===== src/design/mapper_pkg.sv =====
// constants shared by the display memory window mapper
package mapper_pkg;
	// register indexes on the graphics controller index/data port
	localparam logic [7:0] IDX_SET_RESET_VALUE = 8'h00;
	localparam logic [7:0] IDX_SET_RESET_ENABLE = 8'h01;
	localparam logic [7:0] IDX_WINDOW_OFFSET_ZERO = 8'h09;
	localparam logic [7:0] IDX_WINDOW_OFFSET_ONE = 8'h0a;
	localparam logic [7:0] IDX_GRAPHICS_MODE_EXT = 8'h0b;
	localparam logic [7:0] IDX_BACKGROUND_EXT = 8'h10;
	localparam logic [7:0] IDX_FOREGROUND_EXT = 8'h11;
	// values after reset
	localparam logic [7:0] RST_WINDOW_OFFSET = 8'h00;
	localparam logic [7:0] RST_GRAPHICS_MODE_EXT = 8'h00;
	localparam logic [7:0] RST_SET_RESET = 8'h00;
	localparam logic [7:0] RST_COLOR_EXT = 8'h00;
	localparam logic [7:0] RST_READ_DATA = 8'h00;
	// graphics_mode_extensions field positions
	localparam int BIT_DUAL_WINDOW = 0;
	localparam int BIT_BY_EIGHT = 1;
	localparam int BIT_EXT_WRITES = 2;
	localparam int BIT_EIGHT_BYTE_LATCH = 3;
	localparam int BIT_ENHANCED = 4;
	localparam int BIT_GRANULARITY = 5;
	localparam logic [7:0] GRAPHICS_MODE_EXT_MASK = 8'h3f;
	// widths
	localparam int HOST_ADDR_W = 17;
	localparam int DISP_ADDR_W = 22;
	localparam int PIXEL_ADDR_W = 26;
	localparam int PAGE_LSB = 12;
	localparam int HOST_WINDOW_BIT = 15;
	// bytes written per cpu byte, latch widths
	localparam logic [4:0] BYTES_NORMAL = 5'h04;
	localparam logic [4:0] BYTES_EXTENDED = 5'h08;
	localparam logic [4:0] BYTES_ENHANCED = 5'h10;
	typedef enum logic [1:0] {PACKED, BY_EIGHT, BY_SIXTEEN} pix_mode_t;
endpackage


===== src/design/addr_calc_if.sv =====
// carrier between the mapper and its window offset adder
`timescale 1ns/100ps
interface addr_calc_if;
	logic [7:0] offset;
	logic granularity16k;
	logic [4:0] xaPage;
	logic [9:0] summedPage;
	modport requester (output offset, output granularity16k, output xaPage, input summedPage);
	modport adder (input offset, input granularity16k, input xaPage, output summedPage);
endinterface


===== src/design/display_memory_window_mapper.sv =====
// display memory window mapper: offset windows and write-mode extensions
//
// Function
// - offset zero used unless second window selected
// - offset one only when dual and bit15 high
// - granularity bit makes offset a 16K page
// - aperture bit16 zero, bit15 only 64K single
// - 4K mode adds offset to aperture page
// - 16K mode adds offset shifted left two
// - second window adds another 32K aperture
// - enhanced plus extended shifts address by four
// - enhanced uses color extensions, mask per pixel
// - latch enable makes data latches eight bytes
// - extended writes eight bytes, modes 4, 5
// - extended writes widen set/reset and mask
// - enhanced needs extended; disabling clears upper bits
// - by-eight addressing shifts address by three
`timescale 1ns/100ps
module display_memory_window_mapper (
	input wire logic sys_clk,
	input wire logic reset,
	input wire logic [7:0] regIndex,
	input wire logic [7:0] regWrData,
	input wire logic regWrite,
	input wire logic regRead,
	output logic [7:0] regRdData,
	input wire logic hostReq,
	input wire logic [mapper_pkg::HOST_ADDR_W-1:0] hostAddr,
	input wire logic [1:0] memMapSelect,
	input wire logic [7:0] planeWriteMaskIn,
	input wire logic [2:0] writeModeReq,
	output logic dispAddrValid,
	output logic [mapper_pkg::DISP_ADDR_W-1:0] summedDisplayAddress,
	output logic [mapper_pkg::PIXEL_ADDR_W-1:0] pixelByteAddress,
	output logic windowOneSelected,
	output mapper_pkg::pix_mode_t pixelMode,
	output logic latchEightBytes,
	output logic [4:0] bytesPerTransfer,
	output logic [2:0] writeMode,
	output logic [7:0] setResetValue,
	output logic [7:0] setResetEnable,
	output logic [7:0] planeWriteMask,
	output logic colorExtEnabled,
	output logic [7:0] foregroundExt,
	output logic [7:0] backgroundExt
);
	import mapper_pkg::*;

	// ==========================================================
	// register file
	logic [7:0] offsetZero_ff;
	logic [7:0] offsetOne_ff;
	logic [7:0] modeExt_ff;
	logic [7:0] setResetValue_ff;
	logic [7:0] setResetEnable_ff;
	logic [7:0] fgExt_ff;
	logic [7:0] bgExt_ff;
	logic [7:0] regRdData_ff;
	logic modeExtWrite;
	logic extWritesFalling;

	assign modeExtWrite = regWrite && (regIndex == IDX_GRAPHICS_MODE_EXT);
	assign extWritesFalling = modeExtWrite && modeExt_ff[BIT_EXT_WRITES] && !regWrData[BIT_EXT_WRITES];

	always_ff @(posedge sys_clk or posedge reset) begin
		if (reset) begin
			offsetZero_ff <= RST_WINDOW_OFFSET;
			offsetOne_ff <= RST_WINDOW_OFFSET;
			modeExt_ff <= RST_GRAPHICS_MODE_EXT;
			fgExt_ff <= RST_COLOR_EXT;
			bgExt_ff <= RST_COLOR_EXT;
		end else if (regWrite) begin
			if (regIndex == IDX_WINDOW_OFFSET_ZERO) begin
				offsetZero_ff <= regWrData;
			end else if (regIndex == IDX_WINDOW_OFFSET_ONE) begin
				offsetOne_ff <= regWrData;
			end else if (regIndex == IDX_GRAPHICS_MODE_EXT) begin
				modeExt_ff <= regWrData & GRAPHICS_MODE_EXT_MASK;
			end else if (regIndex == IDX_FOREGROUND_EXT) begin
				fgExt_ff <= regWrData;
			end else if (regIndex == IDX_BACKGROUND_EXT) begin
				bgExt_ff <= regWrData;
			end
		end
	end

	// set/reset storage keeps all eight bits; turning extended writes off
	// wipes the upper nibble so stale bits cannot leak into a later mode
	always_ff @(posedge sys_clk or posedge reset) begin
		if (reset) begin
			setResetValue_ff <= RST_SET_RESET;
			setResetEnable_ff <= RST_SET_RESET;
		end else if (extWritesFalling) begin
			setResetValue_ff <= {4'h0, setResetValue_ff[3:0]};
			setResetEnable_ff <= {4'h0, setResetEnable_ff[3:0]};
		end else if (regWrite && (regIndex == IDX_SET_RESET_VALUE)) begin
			setResetValue_ff <= regWrData;
		end else if (regWrite && (regIndex == IDX_SET_RESET_ENABLE)) begin
			setResetEnable_ff <= regWrData;
		end
	end

	// unmapped indexes and reserved bits read as zero
	always_ff @(posedge sys_clk or posedge reset) begin
		if (reset) begin
			regRdData_ff <= RST_READ_DATA;
		end else if (regRead) begin
			if (regIndex == IDX_WINDOW_OFFSET_ZERO) begin
				regRdData_ff <= offsetZero_ff;
			end else if (regIndex == IDX_WINDOW_OFFSET_ONE) begin
				regRdData_ff <= offsetOne_ff;
			end else if (regIndex == IDX_GRAPHICS_MODE_EXT) begin
				regRdData_ff <= modeExt_ff;
			end else if (regIndex == IDX_SET_RESET_VALUE) begin
				regRdData_ff <= setResetValue_ff;
			end else if (regIndex == IDX_SET_RESET_ENABLE) begin
				regRdData_ff <= setResetEnable_ff;
			end else if (regIndex == IDX_FOREGROUND_EXT) begin
				regRdData_ff <= fgExt_ff;
			end else if (regIndex == IDX_BACKGROUND_EXT) begin
				regRdData_ff <= bgExt_ff;
			end else begin
				regRdData_ff <= RST_READ_DATA;
			end
		end
	end

	// ==========================================================
	// mode decode
	logic dualWindow;
	logic granularity16k;
	logic extWrites;
	logic enhancedWrites;
	logic memMap64k;

	assign dualWindow = modeExt_ff[BIT_DUAL_WINDOW];
	assign granularity16k = modeExt_ff[BIT_GRANULARITY];
	assign extWrites = modeExt_ff[BIT_EXT_WRITES];
	assign enhancedWrites = modeExt_ff[BIT_ENHANCED] && extWrites;
	assign memMap64k = (memMapSelect == 2'b00) || (memMapSelect == 2'b01);

	// ==========================================================
	// window address
	addr_calc_if calc ();
	logic useWindowOne;
	logic xaBit15;
	logic [DISP_ADDR_W-1:0] nxtSummedAddr;
	logic [PIXEL_ADDR_W-1:0] nxtPixelAddr;
	pix_mode_t nxtPixelMode;

	// second window answers the upper 32K half of the aperture
	assign useWindowOne = dualWindow && hostAddr[HOST_WINDOW_BIT];
	assign calc.offset = useWindowOne ? offsetOne_ff : offsetZero_ff;
	assign calc.granularity16k = granularity16k;
	assign xaBit15 = (memMap64k && !dualWindow) ? hostAddr[HOST_WINDOW_BIT] : 1'b0;
	assign calc.xaPage = {1'b0, xaBit15, hostAddr[14:PAGE_LSB]};

	window_offset_adder adder (
		.calc(calc)
	);

	assign nxtSummedAddr = {calc.summedPage, hostAddr[PAGE_LSB-1:0]};

	// with both set by software error, by-sixteen wins
	always_comb begin
		if (enhancedWrites) begin
			nxtPixelMode = BY_SIXTEEN;
		end else if (modeExt_ff[BIT_BY_EIGHT]) begin
			nxtPixelMode = BY_EIGHT;
		end else begin
			nxtPixelMode = PACKED;
		end
	end

	always_comb begin
		case (nxtPixelMode)
			BY_SIXTEEN: nxtPixelAddr = {nxtSummedAddr, 4'h0};
			BY_EIGHT: nxtPixelAddr = {1'b0, nxtSummedAddr, 3'h0};
			default: nxtPixelAddr = {4'h0, nxtSummedAddr};
		endcase
	end

	logic dispAddrValid_ff;
	logic [DISP_ADDR_W-1:0] summedAddr_ff;
	logic [PIXEL_ADDR_W-1:0] pixelAddr_ff;
	logic windowOne_ff;

	always_ff @(posedge sys_clk or posedge reset) begin
		if (reset) begin
			dispAddrValid_ff <= 1'b0;
		end else begin
			dispAddrValid_ff <= hostReq;
		end
	end

	// address holds between accesses
	always_ff @(posedge sys_clk or posedge reset) begin
		if (reset) begin
			summedAddr_ff <= '0;
			pixelAddr_ff <= '0;
			windowOne_ff <= 1'b0;
		end else if (hostReq) begin
			summedAddr_ff <= nxtSummedAddr;
			pixelAddr_ff <= nxtPixelAddr;
			windowOne_ff <= useWindowOne;
		end
	end

	// ==========================================================
	// write-mode extensions
	pix_mode_t pixelMode_ff;
	logic latchEight_ff;
	logic [4:0] bytesPer_ff;
	logic [2:0] writeMode_ff;
	logic [7:0] srValueOut_ff;
	logic [7:0] srEnableOut_ff;
	logic [7:0] planeMask_ff;
	logic colorExt_ff;
	logic [7:0] fgOut_ff;
	logic [7:0] bgOut_ff;

	always_ff @(posedge sys_clk or posedge reset) begin
		if (reset) begin
			pixelMode_ff <= PACKED;
			latchEight_ff <= 1'b0;
			bytesPer_ff <= BYTES_NORMAL;
			writeMode_ff <= 3'h0;
			colorExt_ff <= 1'b0;
		end else begin
			pixelMode_ff <= nxtPixelMode;
			latchEight_ff <= modeExt_ff[BIT_EIGHT_BYTE_LATCH];
			bytesPer_ff <= enhancedWrites ? BYTES_ENHANCED :
				(extWrites ? BYTES_EXTENDED : BYTES_NORMAL);
			// modes 4 and 5 need extended writes
			writeMode_ff <= extWrites ? writeModeReq : {1'b0, writeModeReq[1:0]};
			colorExt_ff <= enhancedWrites;
		end
	end

	// in 4-bit mode the upper nibble is hidden; for set/reset it is also lost on entry
	always_ff @(posedge sys_clk or posedge reset) begin
		if (reset) begin
			srValueOut_ff <= RST_SET_RESET;
			srEnableOut_ff <= RST_SET_RESET;
			planeMask_ff <= 8'h00;
			fgOut_ff <= RST_COLOR_EXT;
			bgOut_ff <= RST_COLOR_EXT;
		end else begin
			srValueOut_ff <= extWrites ? setResetValue_ff : {4'h0, setResetValue_ff[3:0]};
			srEnableOut_ff <= extWrites ? setResetEnable_ff : {4'h0, setResetEnable_ff[3:0]};
			planeMask_ff <= extWrites ? planeWriteMaskIn : {4'h0, planeWriteMaskIn[3:0]};
			fgOut_ff <= enhancedWrites ? fgExt_ff : RST_COLOR_EXT;
			bgOut_ff <= enhancedWrites ? bgExt_ff : RST_COLOR_EXT;
		end
	end

	assign regRdData = regRdData_ff;
	assign dispAddrValid = dispAddrValid_ff;
	assign summedDisplayAddress = summedAddr_ff;
	assign pixelByteAddress = pixelAddr_ff;
	assign windowOneSelected = windowOne_ff;
	assign pixelMode = pixelMode_ff;
	assign latchEightBytes = latchEight_ff;
	assign bytesPerTransfer = bytesPer_ff;
	assign writeMode = writeMode_ff;
	assign setResetValue = srValueOut_ff;
	assign setResetEnable = srEnableOut_ff;
	assign planeWriteMask = planeMask_ff;
	assign colorExtEnabled = colorExt_ff;
	assign foregroundExt = fgOut_ff;
	assign backgroundExt = bgOut_ff;
endmodule // display_memory_window_mapper


===== src/design/window_offset_adder.sv =====
// sums a window offset with the aperture page at 4K or 16K granularity
`timescale 1ns/100ps
module window_offset_adder (
	addr_calc_if.adder calc
);
	import mapper_pkg::*;
	logic [7:0] sum4k;

	always_comb begin
		// carry out of the top bit is dropped on purpose
		sum4k = calc.offset + 8'(calc.xaPage);
		if (calc.granularity16k) begin
			// offset bit 7 would land in page bit 9 and is ignored
			calc.summedPage = 10'({calc.offset[6:0], 2'b00}) + 10'(calc.xaPage);
		end else begin
			calc.summedPage = {2'b00, sum4k};
		end
	end
endmodule // window_offset_adder


===== config.mk =====
export PLATFORM = sky130hd
export DESIGN_NAME = display_memory_window_mapper
export DESIGN_NICKNAME = d
export VERILOG_FILES = /design/src/design/mapper_pkg.sv /design/src/design/addr_calc_if.sv /design/src/design/display_memory_window_mapper.sv /design/src/design/window_offset_adder.sv
export SDC_FILE = /design/constraint.sdc
export NUM_CORES = 1
export LEC_CHECK = 0
export ABC_AREA = 1
export BUFFER_PORTS_ARGS = -buffer_cell sky130_fd_sc_hd__buf_4
export CORE_AREA = 2 2 136 138
export CTS_BUF_LIST = sky130_fd_sc_hd__clkbuf_4 sky130_fd_sc_hd__clkbuf_8
export CTS_CLUSTER_SIZE = 30
export DETAILED_ROUTE_END_ITERATION = 10
export DIE_AREA = 0 0 138 140
export PLACE_DENSITY_LB_ADDON = 0.08
export SKIP_LAST_GASP = 1
export SLEW_MARGIN = 15
export SYNTH_ARGS = -nofsm -noshare
export SYNTH_HDL_FRONTEND = slang
export SYNTH_SLANG_ARGS = --single-unit

===== constraint.sdc =====
create_clock -name sys_clk -period 9.71 [get_ports sys_clk]
set_input_delay 0.4855 -clock sys_clk [delete_from_list [all_inputs] [get_ports sys_clk]]
set_output_delay 0.4855 -clock sys_clk [all_outputs]
set_load 0.02 [all_outputs]

==> impl_metrics.py <==
metrics = {
    "finish": {
        "nets": 1007,
        "layout_commonest_cell": "nand2_1",
        "area_growth_pct": 24.0,
        "final_cell_count_no_fill": 1187,
        "drive_above_1_share": 0.249,
        "final_cell_mix": "231 x nand2_1, 159 x dfrtp_1, 159 x buf_4",
        "fin_util": 0.491,
        "fin_area_um2": 8730,
        "n_antenna_cell": 0,
    },
    "routing": {
        "drcViolationCount": 0,
        "via_per_inst": 4.86,
        "route.vias.total": 5774,
        "antenna_left": 0,
        "routedWlPerCell_um": 15.9,
        "routed_wl_mm": 18.8,
        "drt_first_iter_violations": 333,
        "drt_pass1_iterations": 5,
    },
    "timing": {
        "finalSetupTns_ns": 0,
        "period_share": 0.310,
        "rsz0062_at_grt": "no",
        "fin_skew_ns": 0.0118,
        "timing.final.max_slew_violations": 0,
        "finalHoldViolations": 0,
        "holdWs_ns": 0.129,
        "finalSetupViolations": 0,
        "post-route-min-period_ns": 3.01,
        "slew_headroom": 0.396,
        "max_freq_ghz": 0.332,
        "worst_slew_pin_slew_ns": 0.906,
    },
    "yosys": {
        "post-synth-top-area-cell": "dfrtp_1",
        "ys_warn_count": 0,
        "synth_ff_type": "dfrtp_1",
        "ys_ff_latch": 160,
        "ys_seq_area_frac": 0.569,
        "synth_area_um2": 7040,
        "synth_area_per_cell_um2": 8.82,
        "synthTopCellsByArea": "dfrtp_1 57%, nand2_1 12%, o21ai_0 5.5%",
        "netlist.area_leader.share": 0.565,
        "syn_inst": 798,
        "async_flop_share": 1.00,
        "synth_cell_types": 42,
        "synth-edff-count": 0,
    },
    "global_route": {
        "antenna_found_initial": 0,
        "grt_pass1_vias": 5549,
        "grt_pass1_wl_mm": 30.5,
        "track_usage": 0.200,
        "grt.overflow.total": 0,
        "grt_max_degree": 92,
    },
    "critical_path": {
        "cp_num_buf_inv": 3,
        "slowest_delay_ns": 0.56,
        "arrival_ns": 3.42,
        "critPathLaunch": "modeExt_ff[0]$_DFFE_PP0P_",
        "crit_slowest_cell": "o21ai_0",
        "cp-endpoint": "pixelByteAddress[23]$_DFFE_PP0P_",
        "timing.rr.start": "modeExt_ff[0]$_DFFE_PP0P_",
        "path_depth": 13,
        "worst_setup_path_end_kind": "flip-flop",
        "ff2ff_path_depth": 13,
        "reg2reg_setup_slack_ns": 6.70,
        "cp-start-kind": "flip-flop",
        "crit_fanout": 15,
        "r2r_end": "pixelByteAddress[23]$_DFFE_PP0P_",
        "crit_family": "simple AND/OR/NAND/NOR gates",
        "cp_data_required_time_ns": 10.11,
        "worst-setup-path-type": "flip-flop to flip-flop",
        "path_cells": "nand2_2 > o21ai_0 > inv_1 > fa_1 > inv_1 > nand2_1 > nor2_2 > inv_2 > o21ai_1 > nand4_1 > nor2_1 > a21oi_1 > nand2_1",
    },
    "place": {
        "place.gp.congestion": 0.815,
        "placedCellCount": 1157,
        "dp_hpwl_mm": 13.5,
        "io_buffers": 156,
        "placedInstanceArea_um2": 8370,
    },
    "floorplan": {
        "die-area_um2": 19300,
        "io-pin-count": 161,
        "row_count": 49,
        "core_area_um2": 17800,
        "die_y_um": 140,
        "fp.dieW_um": 138,
        "start_util": 0.396,
    },
    "cts": {
        "ctsResizeCount": 0,
        "post_cts_buffers": 0,
        "numCtsBuffers": 17,
        "clk_path_buf_depth": 2,
        "holdBufCountCts": 0,
        "cts_tree": "built",
        "ctsHtreeMaxLevel": 4,
        "clk_latency_ns": 0.46,
        "root_buffer": "clkbuf_8",
        "numClockSinks": 160,
        "cts.clk_slew.worst_paths_ns": 0.09,
    },
    "flow_run": {
        "max_cap_viol_count": 0,
    },
    "run_status": {
        "status": "complete, no violations",
    },
    "power_and_ir_drop": {
        "max-vdd-ir-drop_mv": 0.0919,
        "p_leak_nw": 4.50,
        "cellPowerDensity_nw_per_um2": 157,
    },
    "worst_hold_path": {
        "hold_path_class": "primary input to flip-flop",
    },
}
## routing by layer
layer	up-vias	share of wire	track usage
met5	-	0	0
met4	0	0.015	0.0628
met3	20	0.060	0.0458
met2	183	0.44	0.295
met1	2705	0.48	0.294
li1	2866	-	-
## worst min-delay path by stage
| stage | from | endpoint | depth (start not counted) |
|---|---|---|---|
| after CTS | writeModeReq[0] | writeMode[0]$_DFF_PP0_ | 1 |
| after detailed placement | setResetValue_ff[3]$_DFFE_PP0P_ | setResetValue[3]$_DFF_PP0_ | 0 |
| after floorplan | setResetValue_ff[0]$_DFFE_PP0P_ | setResetValue[0]$_DFF_PP0_ | 0 |
| after global routing | planeWriteMaskIn[0] | planeWriteMask[0]$_DFF_PP0_ | 1 |
| final | writeModeReq[0] | writeMode[0]$_DFF_PP0_ | 1 |
| after global placement | setResetValue_ff[0]$_DFFE_PP0P_ | setResetValue[0]$_DFF_PP0_ | 0 |
## metrics by stage
| stage | total power, W | setup WS (ns) |
|---|---|---|
| after floorplan | 0.000835 | 4.91 |
| after global placement | 0.000919 | 6.66 |
| after detailed placement | 0.000920 | 6.64 |
| after CTS | 0.00138 | 6.64 |
| after global routing | 0.00143 | 6.41 |
| final | 0.00137 | 6.70 |
## cell families after synthesis
family | Yosys count | synth area share
buf+inv | 123 | 0.0718
other cells | 1 | 0.000533
mux | 1 | 0.00142
flops | 160 | 0.569
xor+xnor | 2 | 0.00249
compound gates | 141 | 0.117
fa+ha+maj | 9 | 0.0181
simple gates | 361 | 0.219
## Yosys cell counts, types with 2 or more instances
cell and count:
buf_6 2, dfrtp_1 159, nand4_1 11, xor2_1 2, o221ai_1 5, a21oi_1 24
nand2_2 12, inv_2 10, o21ai_2 10, nor2_1 50, buf_2 9, nand2_1 231
nor2_2 7, ha_1 7, o22ai_1 2, buf_4 4, clkinv_1 2, buf_1 3
nand3_1 40, o21ai_1 6, a221oi_1 7, a31oi_1 2, inv_1 80, o21ai_0 77
nor2_4 4, o2111ai_1 3, clkbuf_1 12, fa_1 2, nand3_2 2
## report_power, final
group	leakage [nW]	internal [W]	total [W]	switching [W]
Clock	0.182	0.000208	0.000461	0.000253
Sequential	2.13	0.000699	0.000721	0.0000225
Combinational	2.19	0.0000674	0.000184	0.000117
Total	4.50	0.000974	0.00137	0.000392
## layout make-up
type / instances / area [um^2]
clock buffers: 18 / 248
clock inverters: 12 / 109
fillers: 1765 / 9050
inverters: 93 / 357
multi-input cells: 516 / 2530
flip-flops and latches: 160 / 4010
well taps: 229 / 287
repair buffers: 159 / 1190
## registers in the layout (all words and copies together) (netlist names), 6 cells and up
signal                cells
pixelByteAddress         26
setResetEnable_ff         8
setResetValue             8
offsetZero_ff             8
setResetEnable            8
summedDisplayAddress     22
planeWriteMask            8
regRdData                 8
bgExt_ff                  8
offsetOne_ff              8
modeExt_ff                6
backgroundExt             8
foregroundExt             8
fgExt_ff                  8
setResetValue_ff          8
Note: power is estimated with default switching activity, not from simulation.
